**config.mk**
```make
export PLATFORM = sky130hd
export DESIGN_NAME = cptm_timer
export DESIGN_NICKNAME = d
export VERILOG_FILES = /design/src/core/cptm_pkg.sv /design/src/core/cptm_timer.sv
export SDC_FILE = /design/constraint.sdc
export NUM_CORES = 1
export LEC_CHECK = 0
export ABC_AREA = 1
export BUFFER_PORTS_ARGS = -buffer_cell sky130_fd_sc_hd__buf_2
export CELL_PAD_IN_SITES_DETAIL_PLACEMENT = 0
export CELL_PAD_IN_SITES_GLOBAL_PLACEMENT = 1
export CORE_MARGIN = 2
export CORE_UTILIZATION = 46
export CTS_BUF_LIST = sky130_fd_sc_hd__clkbuf_8
export DETAILED_ROUTE_END_ITERATION = 6
export GPL_ROUTABILITY_DRIVEN = 0
export GPL_TIMING_DRIVEN = 1
export PLACE_DENSITY = 0.86
export SLEW_MARGIN = 20
export SYNTH_ARGS = -nofsm -noshare
export SYNTH_HDL_FRONTEND = slang
export SYNTH_SLANG_ARGS = --single-unit
```
**constraint.sdc**
```tcl
create_clock -name clk -period 4.53 [get_ports clk]
set_input_delay 0.453 -clock clk [delete_from_list [all_inputs] [get_ports clk]]
set_output_delay 0.453 -clock clk [all_outputs]
set_load 0.02 [all_outputs]
```
**src/core/cptm_pkg.sv**
```systemverilog
// Purpose: Shared constants for the compact timer block
// Assumes: 32-bit AXI4-Lite register bus, byte-wide registers in low bits
// Notes: Offsets are byte addresses of aligned words
package cptm_pkg;
  localparam int unsigned CPTM_AW = 5;
  localparam logic [4:0] CPTM_OFF_CTRL0 = 5'h00;
  localparam logic [4:0] CPTM_OFF_CTRL1 = 5'h04;
  localparam logic [4:0] CPTM_OFF_CNT_LO = 5'h08;
  localparam logic [4:0] CPTM_OFF_CNT_HI = 5'h0c;
  localparam logic [4:0] CPTM_OFF_CMPA_LO = 5'h10;
  localparam logic [4:0] CPTM_OFF_CMPA_HI = 5'h14;
  localparam logic [4:0] CPTM_OFF_INT_STAT = 5'h18;
  localparam logic [4:0] CPTM_OFF_INT_MASK = 5'h1c;
  // Control 0 fields
  localparam int unsigned CPTM_C0_PAUSE = 7;
  localparam int unsigned CPTM_C0_CKSEL_LSB = 4;
  localparam int unsigned CPTM_C0_ON = 3;
  localparam int unsigned CPTM_C0_PVAL_LSB = 0;
  // Control 1 fields
  localparam int unsigned CPTM_C1_MODE_LSB = 6;
  localparam int unsigned CPTM_C1_IO_LSB = 4;
  localparam int unsigned CPTM_C1_OC = 3;
  localparam int unsigned CPTM_C1_POL = 2;
  localparam int unsigned CPTM_C1_DPX = 1;
  localparam int unsigned CPTM_C1_CCLR = 0;
  // Interrupt bits
  localparam int unsigned CPTM_INT_A = 0;
  localparam int unsigned CPTM_INT_P = 1;
  localparam logic [7:0] CPTM_CTRL_RST = 8'h00;
  localparam logic [9:0] CPTM_CNT_RST = 10'h000;
  localparam logic [7:0] CPTM_BYTE_RST = 8'h00;
  localparam logic [1:0] CPTM_INT_RST = 2'h0;
  // Counter clock selections
  localparam logic [2:0] CPTM_CK_SYS4 = 3'h0;
  localparam logic [2:0] CPTM_CK_SYS = 3'h1;
  localparam logic [2:0] CPTM_CK_FH16 = 3'h2;
  localparam logic [2:0] CPTM_CK_FH64 = 3'h3;
  localparam logic [2:0] CPTM_CK_SUB0 = 3'h4;
  localparam logic [2:0] CPTM_CK_SUB1 = 3'h5;
  localparam logic [2:0] CPTM_CK_EXT_RISE = 3'h6;
  localparam logic [2:0] CPTM_CK_EXT_FALL = 3'h7;
  // Operating modes
  localparam logic [1:0] CPTM_MODE_CMP = 2'h0;
  localparam logic [1:0] CPTM_MODE_PWM = 2'h2;
  localparam logic [1:0] CPTM_MODE_TMR = 2'h3;
  // Output function codes
  localparam logic [1:0] CPTM_IO_NONE = 2'h0;
  localparam logic [1:0] CPTM_IO_LOW = 2'h1;
  localparam logic [1:0] CPTM_IO_HIGH = 2'h2;
  localparam logic [1:0] CPTM_IO_TOGGLE = 2'h3;
  localparam logic [1:0] CPTM_PWM_INACT = 2'h0;
  localparam logic [1:0] CPTM_PWM_ACT = 2'h1;
  localparam logic [1:0] CPTM_PWM_RUN = 2'h2;
  // Prescaler wrap values
  localparam logic [1:0] CPTM_DIV4_LAST = 2'h3;
  localparam logic [3:0] CPTM_DIV16_LAST = 4'hf;
  localparam logic [5:0] CPTM_DIV64_LAST = 6'h3f;
  localparam logic [6:0] CPTM_P_LOW_ZERO = 7'h00;
  localparam logic [1:0] CPTM_RESP_OKAY = 2'h0;
  localparam logic [1:0] CPTM_RESP_SLVERR = 2'h2;
endpackage

```
**src/core/cptm_timer.sv**
```systemverilog
// Purpose: Compact timer with two comparators, two outputs and AXI4-Lite registers
// Assumes: Single system clock; clock inputs other than clk are sampled as levels
// Notes: Sixteen-bit style pairs share one low-byte buffer; access order matters
//
// Chosen here: the AXI4-Lite slave port and the register offsets.
`timescale 1ns/1ps
`default_nettype none
module cptm_timer
  import cptm_pkg::*;
(
  input wire logic clk,
  input wire logic rst,
  input wire logic [4:0] s_axi_awaddr,
  input wire logic s_axi_awvalid,
  output logic s_axi_awready,
  input wire logic [31:0] s_axi_wdata,
  input wire logic [3:0] s_axi_wstrb,
  input wire logic s_axi_wvalid,
  output logic s_axi_wready,
  output logic [1:0] s_axi_bresp,
  output logic s_axi_bvalid,
  input wire logic s_axi_bready,
  input wire logic [4:0] s_axi_araddr,
  input wire logic s_axi_arvalid,
  output logic s_axi_arready,
  output logic [31:0] s_axi_rdata,
  output logic [1:0] s_axi_rresp,
  output logic s_axi_rvalid,
  input wire logic s_axi_rready,
  input wire logic ext_count_clock_pin,
  input wire logic internal_high_clock,
  input wire logic sub_clock,
  output logic timer_out_pin,
  output logic timer_out_pin_second,
  output logic irq
);
  // Register state
  logic [7:0] ctrl0_r;
  logic [7:0] ctrl1_r;
  logic [9:0] cnt_r;
  logic [9:0] cmpa_r;
  logic [7:0] lo_buf_r;
  logic [1:0] int_stat_r;
  logic [1:0] int_mask_r;
  logic on_d_r;
  logic out_raw_r;

  // Two-flop synchronisers plus one edge stage for each outside clock
  logic [2:0] ext_sync_r;
  logic [2:0] hclk_sync_r;
  logic [2:0] sub_sync_r;
  always_ff @(posedge clk or posedge rst) begin
    if (rst) begin
      ext_sync_r <= 3'h0;
      hclk_sync_r <= 3'h0;
      sub_sync_r <= 3'h0;
    end else begin
      ext_sync_r <= {ext_sync_r[1:0], ext_count_clock_pin};
      hclk_sync_r <= {hclk_sync_r[1:0], internal_high_clock};
      sub_sync_r <= {sub_sync_r[1:0], sub_clock};
    end
  end
  wire ext_rise = ext_sync_r[1] & ~ext_sync_r[2];
  wire ext_fall = ~ext_sync_r[1] & ext_sync_r[2];
  wire hclk_rise = hclk_sync_r[1] & ~hclk_sync_r[2];
  wire sub_rise = sub_sync_r[1] & ~sub_sync_r[2];

  // Prescalers
  logic [1:0] sys_div_r;
  logic [5:0] hclk_div_r;
  always_ff @(posedge clk or posedge rst) begin
    if (rst) begin
      sys_div_r <= 2'h0;
      hclk_div_r <= 6'h00;
    end else begin
      sys_div_r <= sys_div_r + 2'h1;
      if (hclk_rise) begin
        hclk_div_r <= hclk_div_r + 6'h01;
      end
    end
  end

  // Counter clock selection
  wire [2:0] cksel = ctrl0_r[CPTM_C0_CKSEL_LSB +: 3];
  logic src_tick;
  always_comb begin
    case (cksel)
      CPTM_CK_SYS4: src_tick = (sys_div_r == CPTM_DIV4_LAST);
      CPTM_CK_SYS: src_tick = 1'b1;
      CPTM_CK_FH16: src_tick = hclk_rise & (hclk_div_r[3:0] == CPTM_DIV16_LAST);
      CPTM_CK_FH64: src_tick = hclk_rise & (hclk_div_r == CPTM_DIV64_LAST);
      CPTM_CK_SUB0: src_tick = sub_rise;
      CPTM_CK_SUB1: src_tick = sub_rise;
      CPTM_CK_EXT_RISE: src_tick = ext_rise;
      CPTM_CK_EXT_FALL: src_tick = ext_fall;
      default: src_tick = 1'b0;
    endcase
  end

  // Control field decode
  wire cnt_on = ctrl0_r[CPTM_C0_ON];
  wire cnt_pause = ctrl0_r[CPTM_C0_PAUSE];
  wire [2:0] compare_p_value = ctrl0_r[CPTM_C0_PVAL_LSB +: 3];
  wire [1:0] mode = ctrl1_r[CPTM_C1_MODE_LSB +: 2];
  wire [1:0] iosel = ctrl1_r[CPTM_C1_IO_LSB +: 2];
  wire oc = ctrl1_r[CPTM_C1_OC];
  wire pol = ctrl1_r[CPTM_C1_POL];
  wire dpx = ctrl1_r[CPTM_C1_DPX];
  wire cclr = ctrl1_r[CPTM_C1_CCLR];
  wire on_rise = cnt_on & ~on_d_r;
  wire is_pwm = (mode == CPTM_MODE_PWM);

  // A match fires when the counter reaches the A value; P fires at a 128-count boundary.
  // With P at zero the boundary is the wrap itself, which makes it the overflow match.
  wire tick = src_tick & cnt_on & ~cnt_pause;
  wire [9:0] cnt_inc = cnt_r + 10'h001;
  wire match_a = tick & (cnt_inc == cmpa_r);
  wire match_p = tick & (cnt_inc == {compare_p_value, CPTM_P_LOW_ZERO});
  // PWM picks the period comparator from dpx; other modes use the clear-select bit
  wire clr_on_a = is_pwm ? dpx : cclr;
  wire cnt_clear = clr_on_a ? match_a : match_p;

  always_ff @(posedge clk or posedge rst) begin
    if (rst) begin
      cnt_r <= CPTM_CNT_RST;
      on_d_r <= 1'b0;
    end else begin
      on_d_r <= cnt_on;
      if (on_rise) begin
        cnt_r <= CPTM_CNT_RST;
      end else if (cnt_clear) begin
        cnt_r <= CPTM_CNT_RST;
      end else if (tick) begin
        cnt_r <= cnt_inc;
      end
    end
  end

  // PWM duty compare: A sets duty in normal form, P bits set it when A is period
  wire pwm_active = dpx ? (cnt_r[9:7] < compare_p_value) : (cnt_r < cmpa_r);
  logic out_nxt;
  always_comb begin
    out_nxt = out_raw_r;
    if (on_rise && mode != CPTM_MODE_TMR) begin
      out_nxt = oc;
    end else if (mode == CPTM_MODE_CMP) begin
      if (match_a) begin
        case (iosel)
          CPTM_IO_NONE: out_nxt = out_raw_r;
          CPTM_IO_LOW: out_nxt = 1'b0;
          CPTM_IO_HIGH: out_nxt = 1'b1;
          CPTM_IO_TOGGLE: out_nxt = ~out_raw_r;
          default: out_nxt = out_raw_r;
        endcase
      end
    end else if (is_pwm) begin
      case (iosel)
        CPTM_PWM_INACT: out_nxt = ~oc;
        CPTM_PWM_ACT: out_nxt = oc;
        CPTM_PWM_RUN: out_nxt = pwm_active ? oc : ~oc;
        default: out_nxt = out_raw_r;
      endcase
    end
  end

  // Second pin is the complement so a pair can drive a bridge
  always_ff @(posedge clk or posedge rst) begin
    if (rst) begin
      out_raw_r <= 1'b0;
      timer_out_pin <= 1'b0;
      timer_out_pin_second <= 1'b1;
    end else begin
      out_raw_r <= out_nxt;
      timer_out_pin <= out_nxt ^ pol;
      timer_out_pin_second <= ~(out_nxt ^ pol);
    end
  end

  // AXI4-Lite write channel: address and data are held independently
  logic aw_full_r;
  logic w_full_r;
  logic [4:0] aw_addr_r;
  logic [7:0] w_byte_r;
  logic w_lane_r;
  wire aw_take = s_axi_awvalid & s_axi_awready;
  wire w_take = s_axi_wvalid & s_axi_wready;
  wire wr_do = aw_full_r & w_full_r & ~s_axi_bvalid;
  wire wr_en = wr_do & w_lane_r;
  wire wr_hit = (aw_addr_r == CPTM_OFF_CTRL0) | (aw_addr_r == CPTM_OFF_CTRL1) |
                (aw_addr_r == CPTM_OFF_CNT_LO) | (aw_addr_r == CPTM_OFF_CNT_HI) |
                (aw_addr_r == CPTM_OFF_CMPA_LO) | (aw_addr_r == CPTM_OFF_CMPA_HI) |
                (aw_addr_r == CPTM_OFF_INT_STAT) | (aw_addr_r == CPTM_OFF_INT_MASK);
  wire wr_ctrl0 = wr_en & (aw_addr_r == CPTM_OFF_CTRL0);
  wire wr_ctrl1 = wr_en & (aw_addr_r == CPTM_OFF_CTRL1);
  wire wr_alo = wr_en & (aw_addr_r == CPTM_OFF_CMPA_LO);
  wire wr_ahi = wr_en & (aw_addr_r == CPTM_OFF_CMPA_HI);
  wire wr_stat = wr_en & (aw_addr_r == CPTM_OFF_INT_STAT);
  wire wr_mask = wr_en & (aw_addr_r == CPTM_OFF_INT_MASK);

  always_ff @(posedge clk or posedge rst) begin
    if (rst) begin
      aw_full_r <= 1'b0;
      w_full_r <= 1'b0;
      aw_addr_r <= CPTM_OFF_CTRL0;
      w_byte_r <= CPTM_BYTE_RST;
      w_lane_r <= 1'b0;
      s_axi_awready <= 1'b1;
      s_axi_wready <= 1'b1;
      s_axi_bvalid <= 1'b0;
      s_axi_bresp <= CPTM_RESP_OKAY;
    end else begin
      if (aw_take) begin
        aw_full_r <= 1'b1;
        aw_addr_r <= {s_axi_awaddr[4:2], 2'b00};
        s_axi_awready <= 1'b0;
      end
      if (w_take) begin
        w_full_r <= 1'b1;
        w_byte_r <= s_axi_wdata[7:0];
        w_lane_r <= s_axi_wstrb[0];
        s_axi_wready <= 1'b0;
      end
      if (wr_do) begin
        aw_full_r <= 1'b0;
        w_full_r <= 1'b0;
        s_axi_bvalid <= 1'b1;
        s_axi_bresp <= wr_hit ? CPTM_RESP_OKAY : CPTM_RESP_SLVERR;
      end
      if (s_axi_bvalid && s_axi_bready) begin
        s_axi_bvalid <= 1'b0;
        s_axi_awready <= 1'b1;
        s_axi_wready <= 1'b1;
      end
    end
  end

  // AXI4-Lite read channel, one read under way at a time
  wire ar_take = s_axi_arvalid & s_axi_arready;
  wire [4:0] ar_addr = {s_axi_araddr[4:2], 2'b00};
  wire rd_chi = ar_take & (ar_addr == CPTM_OFF_CNT_HI);
  wire rd_ahi = ar_take & (ar_addr == CPTM_OFF_CMPA_HI);
  logic [7:0] rd_byte;
  logic rd_hit;
  always_comb begin
    rd_hit = 1'b1;
    case (ar_addr)
      CPTM_OFF_CTRL0: rd_byte = ctrl0_r;
      CPTM_OFF_CTRL1: rd_byte = ctrl1_r;
      CPTM_OFF_CNT_LO: rd_byte = lo_buf_r;
      CPTM_OFF_CNT_HI: rd_byte = {6'h00, cnt_r[9:8]};
      CPTM_OFF_CMPA_LO: rd_byte = lo_buf_r;
      CPTM_OFF_CMPA_HI: rd_byte = {6'h00, cmpa_r[9:8]};
      CPTM_OFF_INT_STAT: rd_byte = {6'h00, int_stat_r};
      CPTM_OFF_INT_MASK: rd_byte = {6'h00, int_mask_r};
      default: begin
        rd_byte = CPTM_BYTE_RST;
        rd_hit = 1'b0;
      end
    endcase
  end

  always_ff @(posedge clk or posedge rst) begin
    if (rst) begin
      s_axi_arready <= 1'b1;
      s_axi_rvalid <= 1'b0;
      s_axi_rdata <= 32'h0000_0000;
      s_axi_rresp <= CPTM_RESP_OKAY;
    end else begin
      if (ar_take) begin
        s_axi_arready <= 1'b0;
        s_axi_rvalid <= 1'b1;
        s_axi_rdata <= {24'h00_0000, rd_byte};
        s_axi_rresp <= rd_hit ? CPTM_RESP_OKAY : CPTM_RESP_SLVERR;
      end else if (s_axi_rvalid && s_axi_rready) begin
        s_axi_rvalid <= 1'b0;
        s_axi_arready <= 1'b1;
      end
    end
  end

  // Shared low-byte buffer. A high read and a low write in one cycle cannot
  // both be honoured; the read wins, as out-of-order access is undefined anyway.
  always_ff @(posedge clk or posedge rst) begin
    if (rst) begin
      lo_buf_r <= CPTM_BYTE_RST;
    end else if (rd_chi) begin
      lo_buf_r <= cnt_r[7:0];
    end else if (rd_ahi) begin
      lo_buf_r <= cmpa_r[7:0];
    end else if (wr_alo) begin
      lo_buf_r <= w_byte_r;
    end
  end

  // Control and compare registers; counter registers are read only
  always_ff @(posedge clk or posedge rst) begin
    if (rst) begin
      ctrl0_r <= CPTM_CTRL_RST;
      ctrl1_r <= CPTM_CTRL_RST;
      cmpa_r <= CPTM_CNT_RST;
      int_mask_r <= CPTM_INT_RST;
    end else begin
      if (wr_ctrl0) begin
        ctrl0_r <= w_byte_r;
      end
      if (wr_ctrl1) begin
        ctrl1_r <= w_byte_r;
      end
      if (wr_ahi) begin
        cmpa_r <= {w_byte_r[1:0], lo_buf_r};
      end
      if (wr_mask) begin
        int_mask_r <= w_byte_r[1:0];
      end
    end
  end

  // Sticky match flags: a new match wins over a write-one clear in the same cycle
  wire [1:0] int_set = {match_p, match_a};
  wire [1:0] int_clr = wr_stat ? w_byte_r[1:0] : 2'h0;
  always_ff @(posedge clk or posedge rst) begin
    if (rst) begin
      int_stat_r <= CPTM_INT_RST;
      irq <= 1'b0;
    end else begin
      int_stat_r <= (int_stat_r & ~int_clr) | int_set;
      irq <= |(((int_stat_r & ~int_clr) | int_set) & int_mask_r);
    end
  end

endmodule
`default_nettype wire

```
==> results of run 1 <==
## placed cells by master, fill, tap and decap left out, types with 3 or more instances in the layout
cell and n:
nor2_2 4, nand4_1 13, o211ai_1 10, dfstp_2 4, xnor2_1 3, o21ai_0 71
clkbuf_8 9, inv_1 87, nand3_1 30, a21oi_1 28, nor2_1 44, nor3_1 6
conb_1 26, nand2_1 135, o22ai_1 5, buf_2 42, o221ai_1 7, ha_1 16
xor2_1 6, dfrtp_1 95
## power groups by stage
stage                     clock (mW)  combinational, mW  sequential (mW)
final                          0.580               1.46             1.56
after global routing           0.625               1.70             1.61
after CTS                      0.594               1.47             1.56
after detailed placement           0               1.46             1.57
after global placement             0               1.41             1.56
after floorplan                    0               1.06             1.53
## path summary, 6_finish.rpt
kind,to,cells after the start
max,timer_out_pin,18
min,hclk_sync_r[0],1
max reg2reg,timer_out_pin,18
min reg2reg,ext_sync_r[1],0
max in group asynchronous,cnt_r[6],3
min in group asynchronous,ext_sync_r[1],2
## critical path: cells and delay by family, from the launching register on
family                   cells  cell delay (ns)
adder cells (fa/ha/maj)      1             0.29
flip-flops                   1             0.55
buffers and inverters        1             0.06
AND/OR/NAND/NOR             16             1.47
## cell type report
cell class,instances,share of cell area (%)
Timing Repair Buffer,44,3.99
Sequential cell,99,43.9
Multi-Input combinational cell,428,39.4
Inverter,90,6.02
Clock inverter,7,1.33
Tap cell,140,3.10
Clock buffer,9,2.19
## cell usage after synthesis (all sizes together) (8+ instances only)
| library cell | n | area [um^2] |
|---|---|---|
| o21ai | 72 | 360 |
| nand2 | 137 | 519 |
| o211ai | 11 | 96.3 |
| a21oi | 28 | 140 |
| dfrtp | 95 | 2380 |
| buf | 29 | 215 |
| inv | 89 | 334 |
| nand3 | 32 | 170 |
| clkbuf | 8 | 30.0 |
| ha | 16 | 200 |
| nand4 | 14 | 93.8 |
| nor2 | 50 | 213 |
## per-layer routing
metal	vias to the layer above	track usage (%)
met3	18	2.88
met1	2008	28.0
met2	144	35.1
met4	0	7.68
met5	-	0
li1	2107	-
## stage by stage
step | hold slack, ns | cells
after global routing | 0.166 | 817
final | 0.183 | 817
after global placement | 0.333 | 801
after detailed placement | 0.338 | 801
after floorplan | 0.331 | 654
after CTS | 0.173 | 817
## sequential cells by signal, indices dropped and copies added, names as in the netlist, 2 cells and up
signal,cells
ctrl1_r,8
cnt_r,10
sys_div_r,2
hclk_sync_r,3
aw_addr_r,3
hclk_div_r,6
int_stat_r,2
w_byte_r,8
lo_buf_r,8
sub_sync_r,3
ctrl0_r,8
int_mask_r,2
ext_sync_r,3
s_axi_rdata,8
cmpa_r,10
## logic make-up (layout without fill, tap and decap cells)
| family | after synthesis | in the layout | share of synthesized area, % |
|---|---|---|---|
| AOI/OAI and AO/OA | 132 | 132 | 14.7 |
| and+or+nand+nor | 242 | 242 | 20.1 |
| other | 1 | 26 | 0.0721 |
| adders and majority gates | 16 | 16 | 3.85 |
| xor gates and xnor gates | 10 | 10 | 1.95 |
| buffers and inverters | 127 | 150 | 11.2 |
| DFF | 99 | 99 | 47.7 |
| muxes | 2 | 2 | 0.409 |
==> reports/qor.txt, run 1 <==
final hold violations: 0
cts hold-fix bufs: 0
total core area: 0.0109 mm^2
Max-slew headroom: 52.1%
fillcell total: 1082
RSZ-0062 raised after global routing: false
boundary pin count: 100
Achievable Freq: 0.404 GHz
Power, Total: 3.60 mW
Slew Viols, Final: 0
sequential share of the synthesized area: 47.7%
top sig layer: met4
number of remaining DRC errors: 0
status: complete, no violations
final worst setup slack: 2.05 ns
drt pass-1 iters: 7
Reg area: 0.00248 mm^2
synth warn: 0
Max stage delay on crit path: 0.55 ns
P_sw: 1.59 mW
DIE AREA: 0.0122 mm^2
Clk pin slew, worst setup/hold paths: 0.10 ns
via count: 4277
nets@finish: 744
period utilisation layout: 54.7%
number of buffers created by CTS: 9
EDFF count, synth: 0
crit-path most repeated cell: nand2_1
worst-margin pin slew: 0.719 ns
internal power: 2.01 mW
Cell Chain, Critical Path: ha_1, nand2_1, nor2_1, nand2_1, nand2_1, nand2_1, nand2_1, inv_1, nor2_1, nand3_1, nor2_1, nand3_1, nand2_1, nand2_1, nand3_2, nand2_2, nand2_1, nand2_1
switching part of the total power: 44.2%
Die Wd: 110 um
initial antenna violation count: 0
Placed Area: 0.00545 mm^2
Initial Util: 47.6%
pwr dens: 637 mW/mm^2
crit path kind: reg -> reg
Critical Path RT: 4.80 ns
CP arrival: 2.74 ns
Post-Synthesis Cells: 629
Iteration-0 DRC Markers: 333
wire length on met2: 5.69 mm
row count: 38
RR Startpoint: cnt_r[0]
post-CTS setup buffers: 0
Total Wirelength: 11.8 mm
Synth Register Bits: 99
ANT cells: 0
met3 wire len: 662 um
Worst setup SP type: flop
first-pass GRT wire length: 19.5 mm
antenna viol nets, final: 0
CP max-delay cell: dfrtp_1
Critical Path Sink Type: flop
Post-Route Setup TNS: 0 ns
Port Buf Inserts: 42
clk sinks: 99
Met1 Routed Length: 5.21 mm
final core occ: 51.7%
mapped cell area: 0.00520 mm^2
Min-Delay Path Class: in -> reg
Comb pwr share: 40.5%
clk buf depth: 2
die height: 110 um
vias in the first global route: 4019
CTS tree: done
Post-synth ARST share: 100%
clk_lat worst skew: 0.37 ns
CP startpoint: cnt_r[0]
post-CTS sizing: 0
Seq pwr share: 43.4%
clk root buf: clkbuf_8
Leak Pwr: 2.77 nW
detailed placement HPWL: 9.00 mm
fin area: 0.00565 mm^2
reg2reg setup slack: 2.05 ns
largest net degree at the start of global routing: 61
vias per cell: 5.24
ys flop type: dfrtp_1
Multi-input gate area: 0.00223 mm^2
clk_skew: 0.0150 ns
Clock power frac: 16.1%
Overflow after GRT: 0
Tot GR Track Use: 21.0%
crit path max fanout: 8
Mean Syn Cell Area: 8.27 um^2
max-cap violation count: 0
Final setup viols: 0
Synth cell types: 41
Layout Area Growth over Synthesis: 8.66%
Post-Place Worst Slack: 2.08 ns
DR WL/cell: 14.4 um
layout cells sized above 1: 11.7%
H-tree level count: 3
HP Start: internal_high_clock
min Tclk post-route: 2.48 ns
VDD IR max: 251 uV
Power figures use the tool's default switching activity.
==> inputs of run 2 (changes only) <==
--- a/config.mk
+++ b/config.mk
@@ -5,17 +5,17 @@
 export SDC_FILE = /design/constraint.sdc
 export NUM_CORES = 1
 export LEC_CHECK = 0
-export ABC_AREA = 1
+export ABC_AREA = 0
 export BUFFER_PORTS_ARGS = -buffer_cell sky130_fd_sc_hd__buf_2
 export CELL_PAD_IN_SITES_DETAIL_PLACEMENT = 0
 export CELL_PAD_IN_SITES_GLOBAL_PLACEMENT = 1
 export CORE_MARGIN = 2
-export CORE_UTILIZATION = 46
+export CORE_UTILIZATION = 45
 export CTS_BUF_LIST = sky130_fd_sc_hd__clkbuf_8
 export DETAILED_ROUTE_END_ITERATION = 6
 export GPL_ROUTABILITY_DRIVEN = 0
 export GPL_TIMING_DRIVEN = 1
-export PLACE_DENSITY = 0.86
+export PLACE_DENSITY = 0.81
 export SLEW_MARGIN = 20
 export SYNTH_ARGS = -nofsm -noshare
 export SYNTH_HDL_FRONTEND = slang
==> constraint.sdc (replaced) <==
create_clock -name clk -period 2.4 [get_ports clk]
set_input_delay 0.24 -clock clk [delete_from_list [all_inputs] [get_ports clk]]
set_output_delay 0.24 -clock clk [all_outputs]
set_load 0.02 [all_outputs]
==> run 2 against run 1 <==
Effect of this change:
- routed wire length grew 2.1%
- the flow now finishes with violations (design-rule violations)
- via count is 6.2% lower
- combinational power is 64% higher
- area after synthesis is 3.0% higher
- power rose by 76%
- sequential cell count unchanged
- sequential power rose by 83%
- register-to-register slack worse by 2.0 ns
==> reports/qor.txt, run 2 <==
status: complete, but fails checks (was complete, no violations)
failing checks: design-rule violations
mapped cell area: 0.00536 mm^2 (was 0.00520 mm^2)
Max stage delay on crit path: 0.47 ns (was 0.55 ns)
period utilisation layout: 98.8% (was 54.7%)
Achievable Freq: 0.422 GHz (was 0.404 GHz)
most common cell after layout, fill and taps aside: dfrtp_1 (was nand2_1)
most frequent cells after synthesis: dfrtp_1 (95), nand2_1 (54), o21ai_0 (40), nor2_1 (39), mux2_2 (32) (was nand2_1 (135), dfrtp_1 (95), inv_1 (87), o21ai_0 (71), nor2_1 (44))
max-cap violation count: 0 (unchanged)
worst hold slack: 0.0315 ns (was 0.183 ns)
Min-Delay Path Class: in -> reg (unchanged)
Die Wd: 113 um (was 110 um)
commonest cells after routing, fill and taps aside: dfrtp_1 (92), nand2_1 (54), buf_2 (42) (was nand2_1 (135), dfrtp_1 (95), inv_1 (87))
Synth area leader: dfrtp_1 (unchanged)
clk sinks: 99 (unchanged)
final worst setup slack: 0.0276 ns (was 2.05 ns)
Leak Pwr: 2.83 nW (was 2.77 nW)
synth warn: 0 (unchanged)
clk_lat worst skew: 0.39 ns (was 0.37 ns)
Hold Path Depth: 2 (was 1)
Synth top area share: 44.4% (was 45.7%)
layout cells sized above 1: 26.1% (was 11.7%)
Post-Synthesis Cells: 527 (was 629)
Clk pin slew, worst setup/hold paths: 0.11 ns (was 0.10 ns)
sequential share of the synthesized area: 46.4% (was 47.7%)
total core area: 0.0115 mm^2 (was 0.0109 mm^2)
Post-Place Worst Slack: -0.00150 ns (was 2.08 ns)
Tot GR Track Use: 19.9% (was 21.0%)
largest net degree at the start of global routing: 37 (was 61)
fin area: 0.00616 mm^2 (was 0.00565 mm^2)
DR WL/cell: 16.0 um (was 14.4 um)
CP max-delay cell: dfrtp_2 (was dfrtp_1)
reg2reg setup slack: 0.03 ns (was 2.05 ns)
Post-synth ARST share: 100% (unchanged)
via count: 4012 (was 4277)
crit-path most repeated cell: buf_4 (was nand2_1)
worst-margin pin slew: 0.596 ns (was 0.719 ns)
antenna viol nets, final: 0 (unchanged)
row count: 39 (was 38)
drt pass-1 iters: 6 (was 7)
Initial Util: 46.5% (was 47.6%)
Synth cell types: 71 (was 41)
largest registers: cmpa_r (10), cnt_r (10) (unchanged)
Total Wirelength: 12.0 mm (was 11.8 mm)
final core occ: 53.5% (was 51.7%)
clk_skew: 0.0134 ns (was 0.0150 ns)
Layout Area Growth over Synthesis: 15.1% (was 8.66%)
initial antenna violation count: 0 (unchanged)
first-pass GRT wire length: 19.5 mm (about the same)
die height: 113 um (was 110 um)
ys flop type: dfrtp_1 (unchanged)
Slew Viols, Final: 0 (unchanged)
detailed placement HPWL: 9.07 mm (was 9.00 mm)
crit path max fanout: 5 (was 8)
reg2reg path depth: 9 (was 18)
vias per cell: 5.36 (was 5.24)
ANT cells: 0 (unchanged)
non-filler cells in the finished layout: 748 (was 817)
most frequent cell after synthesis: dfrtp_1 (was nand2_1)
HP Start: s_axi_arvalid (was internal_high_clock)
cell count after placement: 723 (was 801)
Synth Register Bits: 99 (unchanged)
number of remaining DRC errors: 5 (was 0)
boundary pin count: 100 (unchanged)
vias in the first global route: 3828 (was 4019)
crit path kind: reg -> reg (unchanged)
RSZ-0062 raised after global routing: true (was false)
EDFF count, synth: 0 (unchanged)
H-tree level count: 3 (unchanged)
Worst setup SP type: flop (unchanged)
Final setup viols: 0 (unchanged)
Port Buf Inserts: 42 (unchanged)
Overflow after GRT: 0 (unchanged)
CP startpoint: cnt_r[0] (unchanged)
CTS tree: done (unchanged)
Critical Path Sink Type: flop (unchanged)
final hold violations: 0 (unchanged)
Max-slew headroom: 60.2% (was 52.1%)
Power, Total: 6.34 mW (was 3.60 mW)
number of buffers created by CTS: 9 (unchanged)
min Tclk post-route: 2.37 ns (was 2.48 ns)
clk buf depth: 2 (unchanged)
Post-Route Setup TNS: 0 ns (unchanged)
Placed Area: 0.00583 mm^2 (was 0.00545 mm^2)
Cell Chain, Critical Path: buf_4, buf_4, nand4_1, nor2_4, a311o_1, nor3_4, nand3_4, o211a_4, xor2_2 (was ha_1, nand2_1, nor2_1, nand2_1, nand2_1, nand2_1, nand2_1, inv_1, nor2_1, nand3_1, nor2_1, nand3_1, nand2_1, nand2_1, nand3_2, nand2_2, nand2_1, nand2_1)
pwr dens: 1030 mW/mm^2 (was 637 mW/mm^2)
nets@finish: 672 (was 744)
DIE AREA: 0.0128 mm^2 (was 0.0122 mm^2)
Iteration-0 DRC Markers: 306 (was 333)
Critical Path RT: 2.68 ns (was 4.80 ns)
clk root buf: clkbuf_8 (unchanged)
RR Startpoint: cnt_r[0] (unchanged)
cells taking the most area after synthesis: dfrtp_1 (44%), mux2_2 (6.7%), buf_4 (4.2%) (was dfrtp_1 (46%), nand2_1 (9.7%), o21ai_0 (6.8%))
CP arrival: 2.65 ns (was 2.74 ns)
Mean Syn Cell Area: 10.2 um^2 (was 8.27 um^2)
VDD IR max: 668 uV (was 251 uV)
[run 2: changes by cell type after synthesis, moves of 12 or more]
cell / previous run / this run
mux2_2: 1 / 32
inv_1: 87 / 23
nand3_1: 30 / 11
o21ai_0: 71 / 40
xnor2_1: 3 / 15
nand2_1: 135 / 54
[run 2: cell type report]
cell class,instances,area [um^2]
clock buffers,10,138
clock inverters,6,70.1
well taps,143,179
fillers,1024,5350
repair buffers,82,574
inverters,23,90.1
flip-flops and latches,99,2490
multi-input cells,385,2630
[run 2: what timing repair did]
action	CTS	global route
setup buffers	1	4
setup endpoints to repair	8	13
hold buffers	4	0
resized for setup	1	10
endpoints found under the hold margin	13	0
pin swaps	1	6
[run 2: cell families after synthesis]
family | synth area share [%]
simple gates | 16.0
other cells | 0.0700
buf+inv | 6.96
compound gates | 12.8
fa+ha+maj | 3.74
flops | 46.4
xor+xnor | 5.68
mux | 8.41
[run 2: per-layer routing]
layer	track usage, %	up-vias	share of wire, %
met5	0	-	0
met4	5.28	0	1.4
met3	5.57	10	4.3
met2	31.2	95	47
met1	27.5	1968	47
li1	-	1939	-
[run 2: power breakdown]
part / switching (mW) / internal, mW / total (mW)
logic: 1.22 / 1.18 / 2.40
registers: 0.611 / 2.23 / 2.85
clock network: 0.653 / 0.437 / 1.09
[run 2: final timing paths]
path | to
setup / recovery | timer_out_pin
hold / removal | s_axi_arready
min in group asynchronous | s_axi_bvalid
hold reg to reg | hclk_sync_r[1]
max in group asynchronous | timer_out_pin_second
setup reg to reg | timer_out_pin
[run 2: critical path: cells and delay by family, from the launching register on]
kind / cells / cell delay [ns]
compound gates: 2 / 0.69
xor+xnor: 1 / 0.14
buf+inv: 2 / 0.29
simple gates: 4 / 0.69
flops: 1 / 0.47
==> inputs of run 3 (changes only) <==
--- a/config.mk
+++ b/config.mk
@@ -13,7 +13,6 @@
 export CORE_UTILIZATION = 45
 export CTS_BUF_LIST = sky130_fd_sc_hd__clkbuf_8
 export DETAILED_ROUTE_END_ITERATION = 6
-export GPL_ROUTABILITY_DRIVEN = 0
 export GPL_TIMING_DRIVEN = 1
 export PLACE_DENSITY = 0.81
 export SLEW_MARGIN = 20
==> constraint.sdc (replaced) <==
create_clock -name clk -period 2.5 [get_ports clk]
set_input_delay 0.25 -clock clk [delete_from_list [all_inputs] [get_ports clk]]
set_output_delay 0.25 -clock clk [all_outputs]
set_load 0.02 [all_outputs]
==> run 3 against run 2 <==
Effect of this change:
- the flow finishes with violations (design-rule violations, negative hold slack)
- cell count shrank 1.3%
- first-iteration DRC count grew 9.2%
- clock-buffer cell count is the same
- global-route usage grew 0.16 points
- core utilization shrank 0.96 points
- fmax shrank 1.0%
- clock skew grew 0.0031 ns
- critical endpoint unchanged
- largest cell class unchanged
==> reports/qor.txt, run 3 (same netlist as run 2, synthesis figures left out) <==
status: complete, but fails checks (unchanged)
failing checks: design-rule violations, negative hold slack (was design-rule violations)
Clock power frac: 16.5% (was 17.2%)
GPL Wtd Cong: 0.830
Slew Viols, Final: 0 (unchanged)
clk sinks: 99 (unchanged)
min Tclk post-route: 2.40 ns (was 2.37 ns)
final hold violations: 9 (was 0)
Port Buf Inserts: 42 (unchanged)
Initial Util: 46.5% (unchanged)
crit path max fanout: 8 (was 5)
fin area: 0.00605 mm^2 (was 0.00616 mm^2)
crit path kind: reg -> reg (unchanged)
worst hold slack: -0.0280 ns (was 0.0315 ns)
pwr dens: 986 mW/mm^2 (was 1030 mW/mm^2)
Max-slew headroom: 56.4% (was 60.2%)
Leak Pwr: 2.76 nW (was 2.83 nW)
Multi-input gate area: 0.00266 mm^2 (was 0.00263 mm^2)
clk root buf: clkbuf_8 (unchanged)
row count: 39 (unchanged)
H-tree level count: 3 (unchanged)
layout cells sized above 1: 25.2% (was 26.1%)
Clk pin slew, worst setup/hold paths: 0.10 ns (was 0.11 ns)
clk_skew: 0.0164 ns (was 0.0134 ns)
CTS tree: done (unchanged)
die height: 113 um (unchanged)
Achievable Freq: 0.417 GHz (was 0.422 GHz)
boundary pin count: 100 (unchanged)
Layout Area Growth over Synthesis: 13.1% (was 15.1%)
commonest cells after routing, fill and taps aside: dfrtp_1 (93), nand2_1 (54), buf_2 (42) (was dfrtp_1 (92), nand2_1 (54), buf_2 (42))
DR WL/cell: 16.6 um (was 16.0 um)
nets@finish: 663 (was 672)
DIE AREA: 0.0128 mm^2 (unchanged)
Final setup viols: 0 (unchanged)
reg2reg setup slack: 0.10 ns (was 0.03 ns)
Iteration-0 DRC Markers: 334 (was 306)
VDD IR max: 539 uV (was 668 uV)
Critical Path Sink Type: flop (unchanged)
Placed Area: 0.00574 mm^2 (was 0.00583 mm^2)
period utilisation layout: 95.9% (was 98.8%)
number of buffers created by CTS: 9 (unchanged)
detailed placement HPWL: 8.92 mm (was 9.07 mm)
max-cap violation count: 0 (unchanged)
largest net degree at the start of global routing: 100 (was 37)
final core occ: 52.6% (was 53.5%)
Min-Delay Path Class: in -> async (was in -> reg)
via count: 4034 (was 4012)
ANT cells: 0 (unchanged)
Die Wd: 113 um (unchanged)
first-pass GRT wire length: 20.0 mm (was 19.5 mm)
switching part of the total power: 39.7% (was 39.2%)
RR Startpoint: cnt_r[0] (unchanged)
Worst setup SP type: flop (unchanged)
clk buf depth: 2 (unchanged)
Reg area: 0.00248 mm^2 (was 0.00249 mm^2)
CP startpoint: cnt_r[0] (unchanged)
reg-to-reg critical path endpoint: timer_out_pin (unchanged)
Comb pwr share: 37.1% (was 37.9%)
Post-Route Setup TNS: 0 ns (unchanged)
Tot GR Track Use: 20.1% (was 19.9%)
Overflow after GRT: 0 (unchanged)
clk_lat worst skew: 0.38 ns (was 0.39 ns)
Total Wirelength: 12.2 mm (was 12.0 mm)
internal power: 3.60 mW (was 3.85 mW)
Seq pwr share: 46.4% (was 44.9%)
drt pass-1 iters: 7 (was 6)
CP arrival: 2.66 ns (was 2.65 ns)
vias in the first global route: 3896 (was 3828)
vias per cell: 5.47 (was 5.36)
number of remaining DRC errors: 5 (unchanged)
total core area: 0.0115 mm^2 (unchanged)
fillcell total: 1060 (was 1024)
most common cell after layout, fill and taps aside: dfrtp_1 (unchanged)
largest registers: cmpa_r (10), cnt_r (10) (unchanged)
reg2reg path depth: 8 (was 9)
Critical Path RT: 2.76 ns (was 2.68 ns)
RSZ-0062 raised after global routing: true (unchanged)
initial antenna violation count: 0 (unchanged)
worst-margin pin slew: 0.636 ns (was 0.596 ns)
antenna viol nets, final: 0 (unchanged)
P_sw: 2.37 mW (was 2.48 mW)
## run 3: changes by cell type in the layout (fill, tap and decap cells not counted), sizes merged
cell | previous run | this run
buf | 78 | 69
clkinv | 4 | 1
clkinvlp | 1 | 2
dlygate4sd3 | 4 | 3
inv | 24 | 25
o211ai | 5 | 6
## run 3: timing repair
action | 4_1_cts | 5_1_grt
gates resized for setup | 0 | 11
endpoints found under the hold margin | 3 | 0
setup buffers | 0 | 4
hold buffers | 3 | 0
endpoints found under the setup margin | 0 | 13
## run 3: critical path: stages, from the launching register on
cell,delay [ns]
dfrtp_2,0.49
ha_4,0.27
xor2_1,0.15
a211o_1,0.25
a311o_1,0.32
nor3_4,0.23
nand3_4,0.15
o211a_4,0.29
xor2_2,0.14
## run 3: area by class of cell
cell class	instances	area share, %
well taps	143	2.96
repair buffers	72	7.58
flip-flops and latches	99	41.0
clock buffers	10	2.27
inverters	23	1.49
clock inverters	5	0.744
multi-input cells	386	43.9
## run 3: power by group through the flow
| stage | Sequential [mW] | Combinational, mW | Clock (mW) |
|---|---|---|---|
| after floorplan | 2.64 | 1.55 | 0 |
| after global placement | 2.76 | 2.02 | 0 |
| after detailed placement | 2.79 | 2.09 | 0 |
| after CTS | 2.75 | 2.10 | 1.02 |
| after global routing | 2.84 | 2.46 | 1.09 |
| final | 2.77 | 2.22 | 0.984 |
## run 3: worst max-delay path by stage
stage / to / depth (start not counted)
2_1_floorplan: timer_out_pin / 8
6_report: timer_out_pin / 8
3_3_place_gp: timer_out_pin / 8
5_1_grt: timer_out_pin / 8
4_1_cts: timer_out_pin / 9
3_5_place_dp: timer_out_pin / 9
## run 3: stage by stage
| stage | total power, mW | setup slack [ns] | instances |
|---|---|---|---|
| floorplan | 4.20 | 0.241 | 552 |
| global placement | 4.79 | 0.102 | 715 |
| detailed placement | 4.88 | 0.0565 | 715 |
| CTS | 5.87 | 0.0287 | 733 |
| global route | 6.39 | -0.00952 | 738 |
| finish | 5.97 | 0.104 | 738 |
## run 3: routing by layer
metal	vias to the layer above	routed length [um]	global-route usage, %
li1	1912	-	-
met1	1986	5580	27.6
met2	120	5840	32.3
met3	16	532	4.34
met4	0	276	5.93
met5	-	0	0
